[src/verilog/epb_pkg.sv]
package epb_pkg;
   localparam int AW = 32;
   localparam int DW = 32;
   localparam int WFIFO_DEPTH = 4;
   localparam int NBR_DEPTH = 16;
   // Configuration port selects
   localparam logic [3:0] SEL_CFG = 4'h0;
   localparam logic [3:0] SEL_CSPROT = 4'h1;
   localparam logic [3:0] SEL_ADDRMAP = 4'h2;
   localparam logic [3:0] SEL_GPCFG = 4'h3;
   localparam logic [3:0] SEL_BAUD = 4'h4;
   localparam logic [3:0] SEL_RDCTL0 = 4'h5;
   localparam logic [3:0] SEL_RDADDR0 = 4'h6;
   localparam logic [3:0] SEL_RDSIZE0 = 4'h7;
   localparam logic [3:0] SEL_IMASK = 4'hb;
   localparam logic [3:0] SEL_ICLR = 4'hc;
   localparam logic [3:0] SEL_RTWIN = 4'hd;
   localparam logic [3:0] SEL_SET_STRIDE = 4'h3;
   // Modes
   localparam logic [1:0] MODE_GP = 2'h0;
   localparam logic [1:0] MODE_SDRAM = 2'h1;
   localparam logic [1:0] MODE_HB8 = 2'h2;
   localparam logic [1:0] MODE_HB16 = 2'h3;
   // Field positions
   localparam int GP_FRAME_EN = 5;
   localparam int GP_CLK_GATED = 6;
   localparam int RTWIN_EN = 0;
   localparam int RTWIN_LEN_LSB = 8;
   localparam int IRQ_DONE0 = 0;
   localparam int IRQ_NBR = 2;
   localparam int IRQ_WSPACE = 3;
   // Reset values and limits
   localparam logic [1:0] MODE_RST = 2'h0;
   localparam logic [7:0] CSPROT_RST = 8'hff;
   localparam logic [4:0] FRAME_MIN = 5'h01;
   localparam logic [4:0] FRAME_MAX = 5'h1e;
   localparam logic [15:0] BAUD_RST = 16'h0001;
   localparam logic [3:0] IMASK_RST = 4'h0;
   // Cycle counts and word address step
   localparam logic [1:0] STROBE_LAST = 2'h1;
   localparam logic [1:0] BRIDGE_HALF = 2'h1;
   localparam logic [1:0] BRIDGE_QUARTER = 2'h3;
   localparam logic [31:0] WORD_STEP = 32'h0000_0004;
   typedef enum logic [1:0] {
      ST_IDLE = 2'b00,
      ST_WR = 2'b01,
      ST_RD = 2'b10,
      ST_NB = 2'b11
   } epb_state_e;
endpackage : epb_pkg

[src/verilog/epb_fifo.sv]
`timescale 1ns/100ps
module epb_fifo
   #(parameter int WIDTH = 32,
     parameter int DEPTH = 16)
   (
   input wire logic core_clk,
   input wire logic srst,
   input wire logic in_valid,
   output logic in_ready,
   input wire logic [WIDTH-1:0] in_data,
   output logic out_valid,
   input wire logic out_ready,
   output logic [WIDTH-1:0] out_data
   );
   localparam int PW = $clog2(DEPTH);
   logic [WIDTH-1:0] mem [DEPTH];
   logic [PW-1:0] wp;
   logic [PW-1:0] rp;
   logic [PW:0] cnt;
   logic push;
   logic pop;

   assign in_ready = (cnt != DEPTH[PW:0]);
   assign out_valid = (cnt != '0);
   assign out_data = mem[rp];
   assign push = in_valid && in_ready;
   assign pop = out_valid && out_ready;

   always_ff @(posedge core_clk)
   begin
      if (push)
      begin
         mem[wp] <= in_data;
      end
   end

   always_ff @(posedge core_clk)
   begin
      if (srst)
      begin
         wp <= '0;
         rp <= '0;
         cnt <= '0;
      end
      else
      begin
         if (push)
         begin
            wp <= (wp == PW'(DEPTH - 1)) ? '0 : wp + 1'b1;
         end
         if (pop)
         begin
            rp <= (rp == PW'(DEPTH - 1)) ? '0 : rp + 1'b1;
         end
         cnt <= cnt + (PW+1)'(push) - (PW+1)'(pop);
      end
   end
endmodule : epb_fifo

[src/verilog/epb_core.sv]
`timescale 1ns/100ps
// Contract
// - Four-word write buffer; stall only when full
// - Zero read-data control means blocking read
// - Nonzero read-data write starts background reads when the set's size is nonzero
// - Background data buffered, interrupt raised
// - Two read sets ping-pong into buffer
// - Transfers routed by configured mode
// - Mode value zero selects general-purpose
// - Modes: general, SDRAM, host 8/16
// - Master priority or control-owned window
// - Chip-select ownership blocks foreign transfers
// - Control writes only window registers
// - Control path runs at half/quarter rate
// - Interrupt to DMA 20/22, both CPUs
// - Four interrupt registers: raw, mask, clear, masked
// - Address passes or remaps via MSB
// - Frame output, length 1 to 30
// - External clock from baud divider
// - External clock gated or free-running
// - Revision zero: control has no access
module epb_core
   import epb_pkg::*;
   (
   input wire logic core_clk,
   input wire logic srst,
   input wire logic strap_rev0,
   input wire logic ctl_bridge_quarter,
   input wire logic m_req,
   input wire logic m_we,
   input wire logic [AW-1:0] m_addr,
   input wire logic [DW-1:0] m_wdata,
   output logic m_ready,
   output logic m_err,
   input wire logic c_req,
   input wire logic c_we,
   input wire logic [AW-1:0] c_addr,
   input wire logic [DW-1:0] c_wdata,
   output logic c_ready,
   output logic c_err,
   output logic [DW-1:0] resp_rdata,
   input wire logic cfg_wr,
   input wire logic cfg_from_ctl,
   input wire logic [3:0] cfg_sel,
   input wire logic [DW-1:0] cfg_wdata,
   output logic [3:0] irq_raw,
   output logic [3:0] irq_masked,
   output logic irq_m_cpu,
   output logic irq_c_cpu,
   output logic dma_req_ch20,
   output logic dma_req_ch22,
   output logic nbr_valid,
   input wire logic nbr_ready,
   output logic [DW-1:0] nbr_data,
   output logic ext_clk,
   output logic ext_frame,
   output logic ext_rd,
   output logic ext_wr,
   output logic [AW-1:0] ext_addr,
   output logic [DW-1:0] ext_data_o,
   output logic ext_data_oe_n,
   input wire logic [DW-1:0] ext_data_i,
   output logic sdram_req,
   output logic host_req,
   output logic alt_we,
   output logic [AW-1:0] alt_addr,
   output logic [DW-1:0] alt_wdata,
   input wire logic alt_done,
   input wire logic [DW-1:0] alt_rdata
   );
   epb_state_e state;
   logic rev0;
   logic [1:0] mode;
   logic [7:0] csprot;
   logic [4:0] addrmap;
   logic [6:0] gpcfg;
   logic [15:0] baud;
   logic [3:0] imask;
   logic [15:0] rtwin;
   logic cfg_ok;
   logic [DW-1:0] rd_ctl [2];
   logic [AW-1:0] rd_addr [2];
   logic [15:0] rd_size [2];
   logic [15:0] rd_left [2];
   logic [1:0] nb_act;
   logic [1:0] set_fin;
   logic cur_set;
   logic [1:0] br_cnt;
   logic c_slot;
   logic [7:0] win_cnt;
   logic win_active;
   logic pick_m;
   logic pick_c;
   logic sel_we;
   logic [AW-1:0] sel_addr;
   logic own_ok;
   logic take;
   logic rd_pend;
   logic rd_owner_c;
   logic [AW-1:0] rd_paddr;
   logic rd_fin;
   logic wf_in_ready;
   logic wf_out_valid;
   logic [AW+DW-1:0] wf_out;
   logic nbr_in_ready;
   logic j_alt;
   logic j_we;
   logic [AW-1:0] j_addr;
   logic launch;
   logic job_done;
   logic gp_done;
   logic [DW-1:0] j_rdata;
   logic [15:0] baud_cnt;
   logic tick;
   logic [1:0] ph;
   logic [4:0] frame_cnt;
   logic [DW-1:0] din_s1;
   logic [DW-1:0] din_s2;
   logic [DW-1:0] din_s3;
   logic din_stable;
   logic [1:0] done_stk;

   function automatic logic [AW-1:0] remap(input logic [AW-1:0] a, input logic [4:0] map);
      remap = (map[0] && a[AW-1]) ? {map[4:1], a[AW-5:0]} : a;
   endfunction : remap

   ////////////////////////////////////////////////////////////////////////////
   // Configuration
   always_ff @(posedge core_clk)
   begin
      if (srst)
      begin
         rev0 <= strap_rev0;
      end
   end

   assign cfg_ok = cfg_wr && (!cfg_from_ctl || (cfg_sel == SEL_RTWIN && !rev0));

   always_ff @(posedge core_clk)
   begin
      if (srst)
      begin
         mode <= MODE_RST;
         csprot <= CSPROT_RST;
         addrmap <= '0;
         gpcfg <= {2'b00, FRAME_MIN};
         baud <= BAUD_RST;
         imask <= IMASK_RST;
         rtwin <= '0;
      end
      else if (cfg_ok)
      begin
         unique case (cfg_sel)
            SEL_CFG: mode <= cfg_wdata[1:0];
            SEL_CSPROT: csprot <= cfg_wdata[7:0];
            SEL_ADDRMAP: addrmap <= cfg_wdata[4:0];
            SEL_GPCFG:
            begin
               gpcfg[6:5] <= cfg_wdata[6:5];
               gpcfg[4:0] <= (cfg_wdata[4:0] < FRAME_MIN) ? FRAME_MIN :
                  (cfg_wdata[4:0] > FRAME_MAX) ? FRAME_MAX : cfg_wdata[4:0];
            end
            SEL_BAUD: baud <= cfg_wdata[15:0];
            SEL_IMASK: imask <= cfg_wdata[3:0];
            SEL_RTWIN: rtwin <= cfg_wdata[15:0];
            default:;
         endcase
      end
   end

   ////////////////////////////////////////////////////////////////////////////
   // Front end: bridge rate, arbitration, chip-select protection
   assign c_slot = (br_cnt == (ctl_bridge_quarter ? BRIDGE_QUARTER : BRIDGE_HALF));

   always_ff @(posedge core_clk)
   begin
      if (srst || c_slot)
      begin
         br_cnt <= '0;
      end
      else
      begin
         br_cnt <= br_cnt + 2'h1;
      end
   end

   assign win_active = (win_cnt != '0);
   assign pick_m = m_req && !win_active;
   assign pick_c = c_req && c_slot && !rev0 && !pick_m;
   assign sel_we = pick_m ? m_we : c_we;
   assign sel_addr = pick_m ? m_addr : c_addr;
   assign own_ok = csprot[{sel_addr[29:28], pick_c}];
   assign take = (pick_m || pick_c) && (!own_ok || (sel_we ? wf_in_ready : !rd_pend));

   always_ff @(posedge core_clk)
   begin
      if (srst)
      begin
         win_cnt <= '0;
      end
      else if (take && pick_c && rtwin[RTWIN_EN])
      begin
         win_cnt <= rtwin[RTWIN_LEN_LSB +: 8];
      end
      else if (win_active)
      begin
         win_cnt <= win_cnt - 8'h01;
      end
   end

   always_ff @(posedge core_clk)
   begin
      if (srst)
      begin
         m_err <= 1'b0;
         c_err <= 1'b0;
      end
      else
      begin
         m_err <= take && pick_m && !own_ok;
         c_err <= take && pick_c && !own_ok;
      end
   end

   assign m_ready = (take && pick_m && (sel_we || !own_ok)) || (rd_fin && !rd_owner_c);
   assign c_ready = (take && pick_c && (sel_we || !own_ok)) || (rd_fin && rd_owner_c);

   always_ff @(posedge core_clk)
   begin
      if (srst)
      begin
         rd_pend <= 1'b0;
         rd_owner_c <= 1'b0;
         rd_paddr <= '0;
         rd_fin <= 1'b0;
      end
      else
      begin
         rd_fin <= job_done && state == ST_RD;
         if (take && own_ok && !sel_we)
         begin
            rd_pend <= 1'b1;
            rd_owner_c <= pick_c;
            rd_paddr <= remap(sel_addr, addrmap);
         end
         else if (rd_fin)
         begin
            rd_pend <= 1'b0;
         end
      end
   end

   epb_fifo #(.WIDTH(AW + DW), .DEPTH(WFIFO_DEPTH)) wfifo_i (
      .core_clk(core_clk),
      .srst(srst),
      .in_valid(take && own_ok && sel_we),
      .in_ready(wf_in_ready),
      .in_data({remap(sel_addr, addrmap), pick_m ? m_wdata : c_wdata}),
      .out_valid(wf_out_valid),
      .out_ready(launch && wf_out_valid),
      .out_data(wf_out)
   );

   ////////////////////////////////////////////////////////////////////////////
   // Background read sets
   generate
      for (genvar s = 0; s < 2; s++)
      begin : g_set
         logic [3:0] base;
         logic step;
         assign base = SEL_RDCTL0 + 4'(s) * SEL_SET_STRIDE;
         assign step = job_done && state == ST_NB && cur_set == s;
         assign nb_act[s] = (rd_ctl[s] != '0);
         assign set_fin[s] = step && rd_left[s] == 16'h0001;
         always_ff @(posedge core_clk)
         begin
            if (srst)
            begin
               rd_ctl[s] <= '0;
               rd_addr[s] <= '0;
               rd_size[s] <= '0;
               rd_left[s] <= '0;
            end
            else
            begin
               if (cfg_ok && cfg_sel == base + SEL_RDADDR0 - SEL_RDCTL0)
               begin
                  rd_addr[s] <= cfg_wdata;
               end
               else if (step)
               begin
                  rd_addr[s] <= rd_addr[s] + WORD_STEP;
               end
               if (cfg_ok && cfg_sel == base + SEL_RDSIZE0 - SEL_RDCTL0)
               begin
                  rd_size[s] <= cfg_wdata[15:0];
               end
               if (cfg_ok && cfg_sel == base)
               begin
                  rd_ctl[s] <= (rd_size[s] == '0) ? '0 : cfg_wdata;
                  rd_left[s] <= rd_size[s];
               end
               else if (step)
               begin
                  rd_left[s] <= rd_left[s] - 16'h0001;
                  if (set_fin[s])
                  begin
                     rd_ctl[s] <= '0;
                  end
               end
            end
         end
      end
   endgenerate

   epb_fifo #(.WIDTH(DW), .DEPTH(NBR_DEPTH)) nbr_i (
      .core_clk(core_clk),
      .srst(srst),
      .in_valid(job_done && state == ST_NB),
      .in_ready(nbr_in_ready),
      .in_data(j_alt ? alt_rdata : din_s3),
      .out_valid(nbr_valid),
      .out_ready(nbr_ready),
      .out_data(nbr_data)
   );

   ////////////////////////////////////////////////////////////////////////////
   // Transfer engine
   assign launch = (state == ST_IDLE) && (wf_out_valid || rd_pend && !rd_fin || (|nb_act && nbr_in_ready));
   assign din_stable = (din_s2 == din_s3);
   assign gp_done = tick && ph == STROBE_LAST && (j_we || din_stable);
   assign job_done = (state != ST_IDLE) && (j_alt ? alt_done : gp_done);

   always_ff @(posedge core_clk)
   begin
      if (srst)
      begin
         state <= ST_IDLE;
         cur_set <= 1'b0;
         j_alt <= 1'b0;
         j_we <= 1'b0;
         j_addr <= '0;
         ext_data_o <= '0;
         j_rdata <= '0;
      end
      else if (launch)
      begin
         j_alt <= (mode != MODE_GP);
         if (wf_out_valid)
         begin
            state <= ST_WR;
            j_we <= 1'b1;
            j_addr <= wf_out[AW+DW-1:DW];
            ext_data_o <= wf_out[DW-1:0];
         end
         else if (rd_pend)
         begin
            state <= ST_RD;
            j_we <= 1'b0;
            j_addr <= rd_paddr;
         end
         else
         begin
            state <= ST_NB;
            j_we <= 1'b0;
            cur_set <= nb_act[cur_set] ? cur_set : !cur_set;
            j_addr <= remap(rd_addr[nb_act[cur_set] ? cur_set : !cur_set], addrmap);
         end
      end
      else if (job_done)
      begin
         state <= ST_IDLE;
         j_rdata <= j_alt ? alt_rdata : din_s3;
         if (state == ST_NB && set_fin[cur_set])
         begin
            cur_set <= !cur_set;
         end
      end
   end

   assign resp_rdata = j_rdata;
   assign alt_we = j_we;
   assign alt_addr = j_addr;
   assign alt_wdata = ext_data_o;
   assign ext_addr = j_addr;

   always_ff @(posedge core_clk)
   begin
      if (srst || launch || job_done)
      begin
         sdram_req <= !srst && launch && mode == MODE_SDRAM;
         host_req <= !srst && launch && (mode == MODE_HB8 || mode == MODE_HB16);
         ext_wr <= !srst && launch && mode == MODE_GP && wf_out_valid;
         ext_rd <= !srst && launch && mode == MODE_GP && !wf_out_valid;
         ext_data_oe_n <= !(!srst && launch && mode == MODE_GP && wf_out_valid);
      end
   end

   always_ff @(posedge core_clk)
   begin
      din_s1 <= ext_data_i;
      din_s2 <= din_s1;
      din_s3 <= din_s2;
   end

   ////////////////////////////////////////////////////////////////////////////
   // General-purpose link clock and frame
   assign tick = (baud_cnt == '0);

   always_ff @(posedge core_clk)
   begin
      if (srst || tick)
      begin
         baud_cnt <= srst ? BAUD_RST : baud;
      end
      else
      begin
         baud_cnt <= baud_cnt - 16'h0001;
      end
   end

   always_ff @(posedge core_clk)
   begin
      if (srst)
      begin
         ext_clk <= 1'b0;
      end
      else if (tick && (!gpcfg[GP_CLK_GATED] || ext_rd || ext_wr || ext_clk))
      begin
         ext_clk <= !ext_clk;
      end
   end

   always_ff @(posedge core_clk)
   begin
      if (srst || launch)
      begin
         ph <= '0;
      end
      else if (tick && ph != STROBE_LAST)
      begin
         ph <= ph + 2'h1;
      end
   end

   always_ff @(posedge core_clk)
   begin
      if (srst)
      begin
         ext_frame <= 1'b0;
         frame_cnt <= '0;
      end
      else if (launch && mode == MODE_GP && gpcfg[GP_FRAME_EN] && frame_cnt == '0)
      begin
         ext_frame <= 1'b1;
         frame_cnt <= gpcfg[4:0];
      end
      else if (gpcfg[GP_CLK_GATED] && state == ST_IDLE && !launch && !ext_clk && frame_cnt != '0)
      begin
         // Stopped gated clock would let the count drop on every tick
         ext_frame <= 1'b0;
         frame_cnt <= '0;
      end
      else if (tick && !ext_clk && frame_cnt != '0)
      begin
         frame_cnt <= frame_cnt - 5'h01;
         ext_frame <= (frame_cnt != FRAME_MIN);
      end
   end

   ////////////////////////////////////////////////////////////////////////////
   // Interrupt registers
   always_ff @(posedge core_clk)
   begin
      if (srst)
      begin
         done_stk <= '0;
      end
      else
      begin
         done_stk <= set_fin | (done_stk & ~(cfg_ok && cfg_sel == SEL_ICLR ? cfg_wdata[1:0] : 2'b00));
      end
   end

   always_ff @(posedge core_clk)
   begin
      if (srst)
      begin
         irq_raw <= '0;
         irq_masked <= '0;
         irq_m_cpu <= 1'b0;
         irq_c_cpu <= 1'b0;
         dma_req_ch20 <= 1'b0;
         dma_req_ch22 <= 1'b0;
      end
      else
      begin
         irq_raw <= {wf_in_ready, nbr_valid, done_stk};
         irq_masked <= irq_raw & imask;
         irq_m_cpu <= |irq_masked;
         irq_c_cpu <= |irq_masked;
         dma_req_ch20 <= irq_masked[IRQ_NBR] | (|irq_masked[1:0]);
         dma_req_ch22 <= irq_masked[IRQ_WSPACE];
      end
   end
endmodule : epb_core

[config.mk]
export PLATFORM = sky130hd
export DESIGN_NAME = epb_core
export DESIGN_NICKNAME = d
export VERILOG_FILES = /design/src/verilog/epb_pkg.sv /design/src/verilog/epb_fifo.sv /design/src/verilog/epb_core.sv
export SDC_FILE = /design/constraint.sdc
export NUM_CORES = 2
export LEC_CHECK = 0
export BUFFER_PORTS_ARGS = -buffer_cell sky130_fd_sc_hd__buf_4
export CORE_MARGIN = 4
export CORE_UTILIZATION = 27
export CTS_CLUSTER_SIZE = 10
export DETAILED_ROUTE_END_ITERATION = 10
export PLACE_DENSITY = 0.48
export SLEW_MARGIN = 5
export SYNTH_ARGS = -nofsm -noshare
export SYNTH_HDL_FRONTEND = slang
export SYNTH_HIERARCHICAL = 1
export SYNTH_SLANG_ARGS = --single-unit
[constraint.sdc]
create_clock -name core_clk -period 8.8 [get_ports core_clk]
set_clock_uncertainty 0.15 [all_clocks]
set_input_delay 0.88 -clock core_clk [delete_from_list [all_inputs] [get_ports core_clk]]
set_output_delay 0.88 -clock core_clk [all_outputs]
set_load 0.05 [all_outputs]
### Word level (Yosys, flattened, before mapping)

Memories as Yosys holds them, arrays and structs flattened. A register that Yosys moved wholly into a read port is not among the register bits.
Index checks and enable logic that the tools add are counted.
Widths: inputs -> output; s select.

* bits in registers: 366
* bits in writable memories: 960
* bits of input ports: 240
* output and inout port bits: 217
* word-level logic and storage cells: 373
* memories kept: 6

Memory list
* nbr_i.mem: depth 16, width 32, read ports 1, clocked after memory_dff 1, write ports 1, line epb_fifo.sv:16 `logic [WIDTH-1:0] mem [DEPTH];`
* wfifo_i.mem: depth 4, width 64, read ports 1, clocked after memory_dff 1, write ports 1, line epb_fifo.sv:16
* rd_addr: depth 2, width 32, read ports 3, clocked after memory_dff 0, write ports 2, line epb_core.sv:82 `logic [AW-1:0] rd_addr [2];`
* rd_ctl: depth 2, width 32, read ports 2, clocked after memory_dff 0, write ports 2, line epb_core.sv:81 `logic [DW-1:0] rd_ctl [2];`
* rd_left: depth 2, width 16, read ports 2, clocked after memory_dff 0, write ports 2, line epb_core.sv:84 `logic [15:0] rd_left [2];`
* rd_size: depth 2, width 16, read ports 2, clocked after memory_dff 0, write ports 2, line epb_core.sv:83 `logic [15:0] rd_size [2];`

* $add $sub $neg: 17
* order comparisons: 4
* equality and inequality tests: 33
* multiplexer cells: 115
* bitwise operators: 21
* reductions and logical operators: 129

Operator list (count)
* $mux 32: 17
* $mux 16: 8
* $mux 1: 69
* $add 32x3->32 const B: 2
* $reduce_bool 32->1: 2
* $logic_and 1x1->1: 63
* $logic_not 16->1: 3
* $sub 16x1->16 const B: 3
* $eq 16x1->1 const B: 2
* $eq 32x32->1: 1
* $eq 4x4->1 const B: 8
* $mux 5: 5
* $mux 2: 9
* $reduce_and 2->1: 9
* $logic_or 1x1->1: 17
* $eq 4x3->1 const B: 4
* $logic_not 1->1: 16
* $mux 4: 4
* $mux 8: 2
* $or 1x1->1: 15
* $eq 2x2->1 const B: 6
* $reduce_bool 2->1: 6
* $reduce_bool 5->1: 2
* $add 2x1->2 const B: 4
* 34 further kinds: 42

### Logic depth before layout (Yosys ltp)

* word-level depth: 15
* mapped depth: 20
* depth with buffers taken out: 18

### Modules after synthesis

Netlist, hierarchy kept.

By module, submodules not included
* epb_core: times used 1, cells each 2494, area each 23643.9 um2, sequential area each 12612.1 um2
* epb_fifo (nbr_i): times used 1, cells each 897, area each 20020.5 um2, sequential area each 15715.1 um2
* epb_fifo (wfifo_i): times used 1, cells each 383, area each 9695.5 um2, sequential area each 7867.5 um2

### Worst setup path after synthesis

OpenSTA, ideal clock, no wires.

* kind: input to register
* start: input m_req
* end: memory wfifo_i/mem[3][0] in the netlist's numbering, enable pin
* setup time: 429 ps
* arrival: 4653 ps
* required time: 8221 ps
* slack: 3568 ps
* stages: 10
* buffers on the path: 3
* cells stage by stage: nor4b_1 nand2_1 buf_2 and2_4 o2111a_1 or4_1 buf_2 buf_4 a211oi_1 and3_1

* cells in the longest elaborated chain, start to end: 13
* elaborated cells on any way between the ends: 17
* classes of those cells: mux: 7; reduce/logical: 10

Ends and longest elaborated chain
* start: declaration: line epb_core.sv:29 `input wire logic m_req,`
* $logic_and 1x1->1 (*): line epb_core.sv:188 `assign pick_m = m_req && !win_active;`
* $logic_not 1->1: line epb_core.sv:189 `assign pick_c = c_req && c_slot && !rev0 && !pick_m;`
* $logic_and 1x1->1: line epb_core.sv:189
* $bmux 1 s3: line epb_core.sv:192 `assign own_ok = csprot[{sel_addr[29:28], pick_c}];`
* $mux 1 (implied by the code): line epb_core.sv:192
* $logic_not 1->1: line epb_core.sv:193 `assign take = (pick_m || pick_c) && (!own_ok || (sel_we ? wf_in_ready : !rd_pend));`
* $logic_or 1x1->1: line epb_core.sv:193
* $logic_and 1x1->1: line epb_core.sv:193
* $logic_and 1x1->1: line epb_core.sv:256 `.in_valid(take && own_ok && sel_we),`
* $logic_and 1x1->1 (*): line epb_core.sv:256
* $logic_and 1x1->1 (*): line epb_fifo.sv:26 `assign push = in_valid && in_ready;`
* $mux 1 (*): line epb_fifo.sv:31 `if (push)`
* $mux 1 (implied by the code) (*): line epb_fifo.sv:33 `mem[wp] <= in_data;`
* end: declaration: line epb_fifo.sv:16

Every way passes the cells marked *; elsewhere a longest branch is shown, timed or not. The select of a mux whose other input is x is not followed.

### Final worst setup path

* start: register rev0
* end: output m_ready

* cells in the longest elaborated chain, start to end: 11
* elaborated cells on any way between the ends: 13
* classes of those cells: mux: 2; reduce/logical: 11

Ends and longest elaborated chain
* start: declaration: line epb_core.sv:72 `logic rev0;`
* start signal: assignment: line epb_core.sv:133 `rev0 <= strap_rev0;`
* $logic_not 1->1 (*): line epb_core.sv:189
* $logic_and 1x1->1 (*) (2 in series): line epb_core.sv:189
* $bmux 1 s3: line epb_core.sv:192
* $mux 1 (implied by the code): line epb_core.sv:192
* $logic_not 1->1: line epb_core.sv:193, epb_core.sv:225
* $logic_or 1x1->1: line epb_core.sv:193
* $logic_and 1x1->1: line epb_core.sv:193
* $logic_and 1x1->1: line epb_core.sv:225 `assign m_ready = (take && pick_m && (sel_we || !own_ok)) || (rd_fin && !rd_owner_c);`
* $logic_and 1x1->1 (*): line epb_core.sv:225
* $logic_or 1x1->1 (*): line epb_core.sv:225
* end: declaration: line epb_core.sv:33 `output logic m_ready,`

Marks and branches as above.

==> summary by stage <==
Pwr
Registers are responsible for 42.9% of the overall power. Combinational cells account for 23.7% of the total power. The proportion of power drawn by the clock network is 33.5%. Net switching is 32.8% of the power. The peak ir drop on the vdd network is 0.253 mV. In this run the static leakage power is 22.1 nW.

For this design the total switching power over the nets is 5.93 mW. The total power per unit cell area is 280 nW/um^2. The total internal power is 12.2 mW. The post-layout total power is 18.1 mW.

GRT
The number of global-route vias before repair is 33200. Entering global routing, the biggest net connects 97 pins. For this run, the total global-route usage over all layers was measured as 15.7%. The global route total overflow is 0.

The number of antenna violations at the first check in global routing is 25. The global-route wire length before repair is 235000 um.

Floorplanning
In this run the standard cell core region covers 196000 sq um. The die covers 205000 sq um. Pin placement for this block handled 457 I/O pins. The die is 453 um tall. Measured along the x axis, the die boundary spans 453 um. The initial standard-cell utilization of the core is 27.3%. The count of standard-cell rows is 162.

Clock tree
Buffers inserted during clock tree synthesis total 157. TritonCTS built the clock tree. The maximum clock insertion buffer count is 3. Counting every sink on the clock net gives 1325. For the worst-skew pair, the clock arrives at the later sink with an insertion delay of 800 ps. The H-tree generated during clock tree synthesis spans 4 levels.

The CTS root buffer is clkbuf_16. After clock tree synthesis, the clock-pin slew on the worst setup and hold paths is 50 ps.

Critical path
The critical path capture point type is an output pin. The required time of the worst setup path is 7770 ps. The category of the worst setup path launch point is a flop. The arrival time of the worst setup path is 4710 ps. The worst-case reg-to-reg path depth is 10.

The type of the worst setup path is flop to output pin. In this run the worst path has a maximum fanout of 33.

Synth
The synthesized flop and latch total is 1325. The dominant register cell in the synthesized netlist is edfxtp_1. edfxtp_1 is the most common cell in the netlist. A synthesized cell averages 14.1 sq um. In the synthesized netlist, the cells that appear most often are edfxtp_1, nand2_1, dfxtp_1. The number of nets in the synthesized netlist is 4046. The area fraction of the dominant cell type after synthesis is 54.4%. The proportion of synthesized chip area in sequential cells is 67.8%. After technology mapping, the gate count stands at 3774.

Ranked by total cell area, the synthesized netlist is headed by edfxtp_1, dfxtp_1, mux4_2. The number of synthesized flops with an enable pin is 966. The number of distinct standard cells referenced by the synthesized netlist is 75. The Yosys warning count is 6.

Summed over all instances, the cell type with the most area after synthesis is edfxtp_1. Summing every instance area after synthesis gives 53400 sq um. For this run, asynchronously set or reset flops after synthesis account for 0%.

Cells and area
The number of cells in the finished layout apart from fillers is 6970. For this run, the post-layout net count is 4475. The filler cell count is 19400. The utilization of the core after routing is 33.0%. The post-route cell area is 64500 sq um. The proportion of layout cells with a drive suffix above 1 is 23.2%.

The area growth from synthesis to layout is 21.0%.

Timing
The relative max-transition margin is 12.8%. The count of final setup violators is 0. In the final timing run, aggregate negative setup slack is 0 ps. The post-route clock period utilization is 65.3%.

The final critical delay including setup and external delays is 5740 ps. The final max-slew violation count is 0. The count of final hold-check violations is 0.

The maximum clock frequency is 0.174 GHz. The slew of the pin with the lowest slew margin is 1300 ps. Setup repair after global routing left no endpoint under its margin.

Route
Before antenna repair, the detailed router went through 6 iterations. The routed wire length is 164000 um. The total vias in the final route is 32500. After detailed routing, the number of remaining DRC violations is 0. In this run, the number of DRC markers left after iteration 0 of detailed routing was 2514.

The via density per instance is 4.66. The final routed wire length divided by cell count is 23.5 um. The detail route stage leaves a number of antenna-violating nets equal to 0.

Min path
The worst hold path class is input port to flop. Counting instances, the worst hold path has a depth of 1.

Placement
The global placer's final weighted congestion is 0.778. The cell area after placement is 59400 sq um. Input and output buffers added on the ports amount to 456. The detailed placer's ending HPWL is 110000 um. The number of cells in the design after placement is 6638.

Flow run
The max-capacitance violation count is 0.

Run status
The run finished with clean final reports.
cells by family (layout without fill, tap and decap cells):
family / after synthesis / count (layout) / synth area share, %
AOI/OAI and AO/OA: 453 / 453 / 5.28
xor gates and xnor gates: 139 / 139 / 2.28
adders and majority gates: 32 / 32 / 0.778
buffers and inverters: 322 / 865 / 2.95
DFF: 1325 / 1325 / 67.8
muxes: 303 / 303 / 10.3
other: 0 / 29 / 0
and+or+nand+nor: 1200 / 1200 / 10.6
power by group through the flow:
stage / registers [mW] / clock network, mW / logic (mW)
floorplan: 8.09 / 0 / 2.57
global placement: 7.88 / 0 / 4.34
detailed placement: 7.89 / 0 / 4.35
CTS: 7.76 / 6.24 / 4.38
global route: 7.80 / 6.50 / 4.60
finish: 7.75 / 6.05 / 4.28
critical path, stage by stage (launching register included):
cell and delay, ps:
edfxtp_1 550, nor3_2 830, nand2_1 200, a2111oi_0 910, or4_1 250, buf_4 390
a21oi_1 80, o22ai_1 400, buf_4 290
final timing paths:
path / start / end / slack (ps)
worst min register to register: din_s1[20]$_DFF_P_ / din_s2[20]$_DFF_P_ / 150
worst max-delay path: rev0$_DFFE_PP_ / m_ready / 3060
worst max register to register: win_cnt[0]$_SDFFE_PP0P_ / wfifo_i/mem[3][51]$_DFFE_PP_ / 3760
worst min-delay path: ext_data_i[16] / din_s1[16]$_DFF_P_ / 100
layout make-up:
cell class | instances | area, sq um | share of cell area [%]
Multi-Input combinational cell | 2127 | 15800 | 24.6
Timing Repair Buffer | 545 | 4190 | 6.49
Sequential cell | 1325 | 36200 | 56.1
Clock inverter | 26 | 424 | 0.657
Clock buffer | 247 | 4340 | 6.72
Tap cell | 2624 | 3280 | 5.09
Inverter | 47 | 176 | 0.273
Antenna cell | 29 | 72.6 | 0.112
layout by cell type, fill, tap and decap left out, types with 118 or more instances in the layout:
master     Yosys  final
nand2_1      510    508
mux4_2       192    192
o21ai_0      137    136
nor3_1       165    154
edfxtp_1     966    966
clkbuf_16      0    159
dfxtp_1      359    353
nor2_1       170    155
a21oi_1      118    118
buf_4         84    513
sequential cells by signal, summed over array words and instances, names as in the netlist, 7 cells and up, named ones only:
signal and flops:
alt_addr 32, alt_wdata 32, baud 16, baud_cnt 16, csprot 8, din_s1 32
din_s2 32, din_s3 32, gpcfg 7, nbr_i/mem 512, rd_addr 64, rd_ctl 64
rd_left 32, rd_paddr 32, rd_size 32, resp_rdata 32, rtwin 9, wfifo_i/mem 256
win_cnt 8
what timing repair did:
action | in CTS | in global routing
resized for setup | 0 | 0
hold buffers | 30 | 0
buffers inserted | 0 | 0
hold endpoints to repair | 30 | 0
metrics by stage:
stage,worst slack (ps),hold slack [ps]
4_1_cts,2720,21.8
6_report,3060,103
5_1_grt,2690,37.8
2_1_floorplan,3570,160
3_5_place_dp,3150,162
3_3_place_gp,3160,162
routing by layer:
layer	up-vias	global-route usage (%)	wire length, um
li1	15000	-	-
met5	-	0	0
met2	865	26.9	82900
met3	286	2.53	6760
met1	16400	18.8	64900
met4	0	8.96	9470
Note: power is estimated with default switching activity, not from simulation.
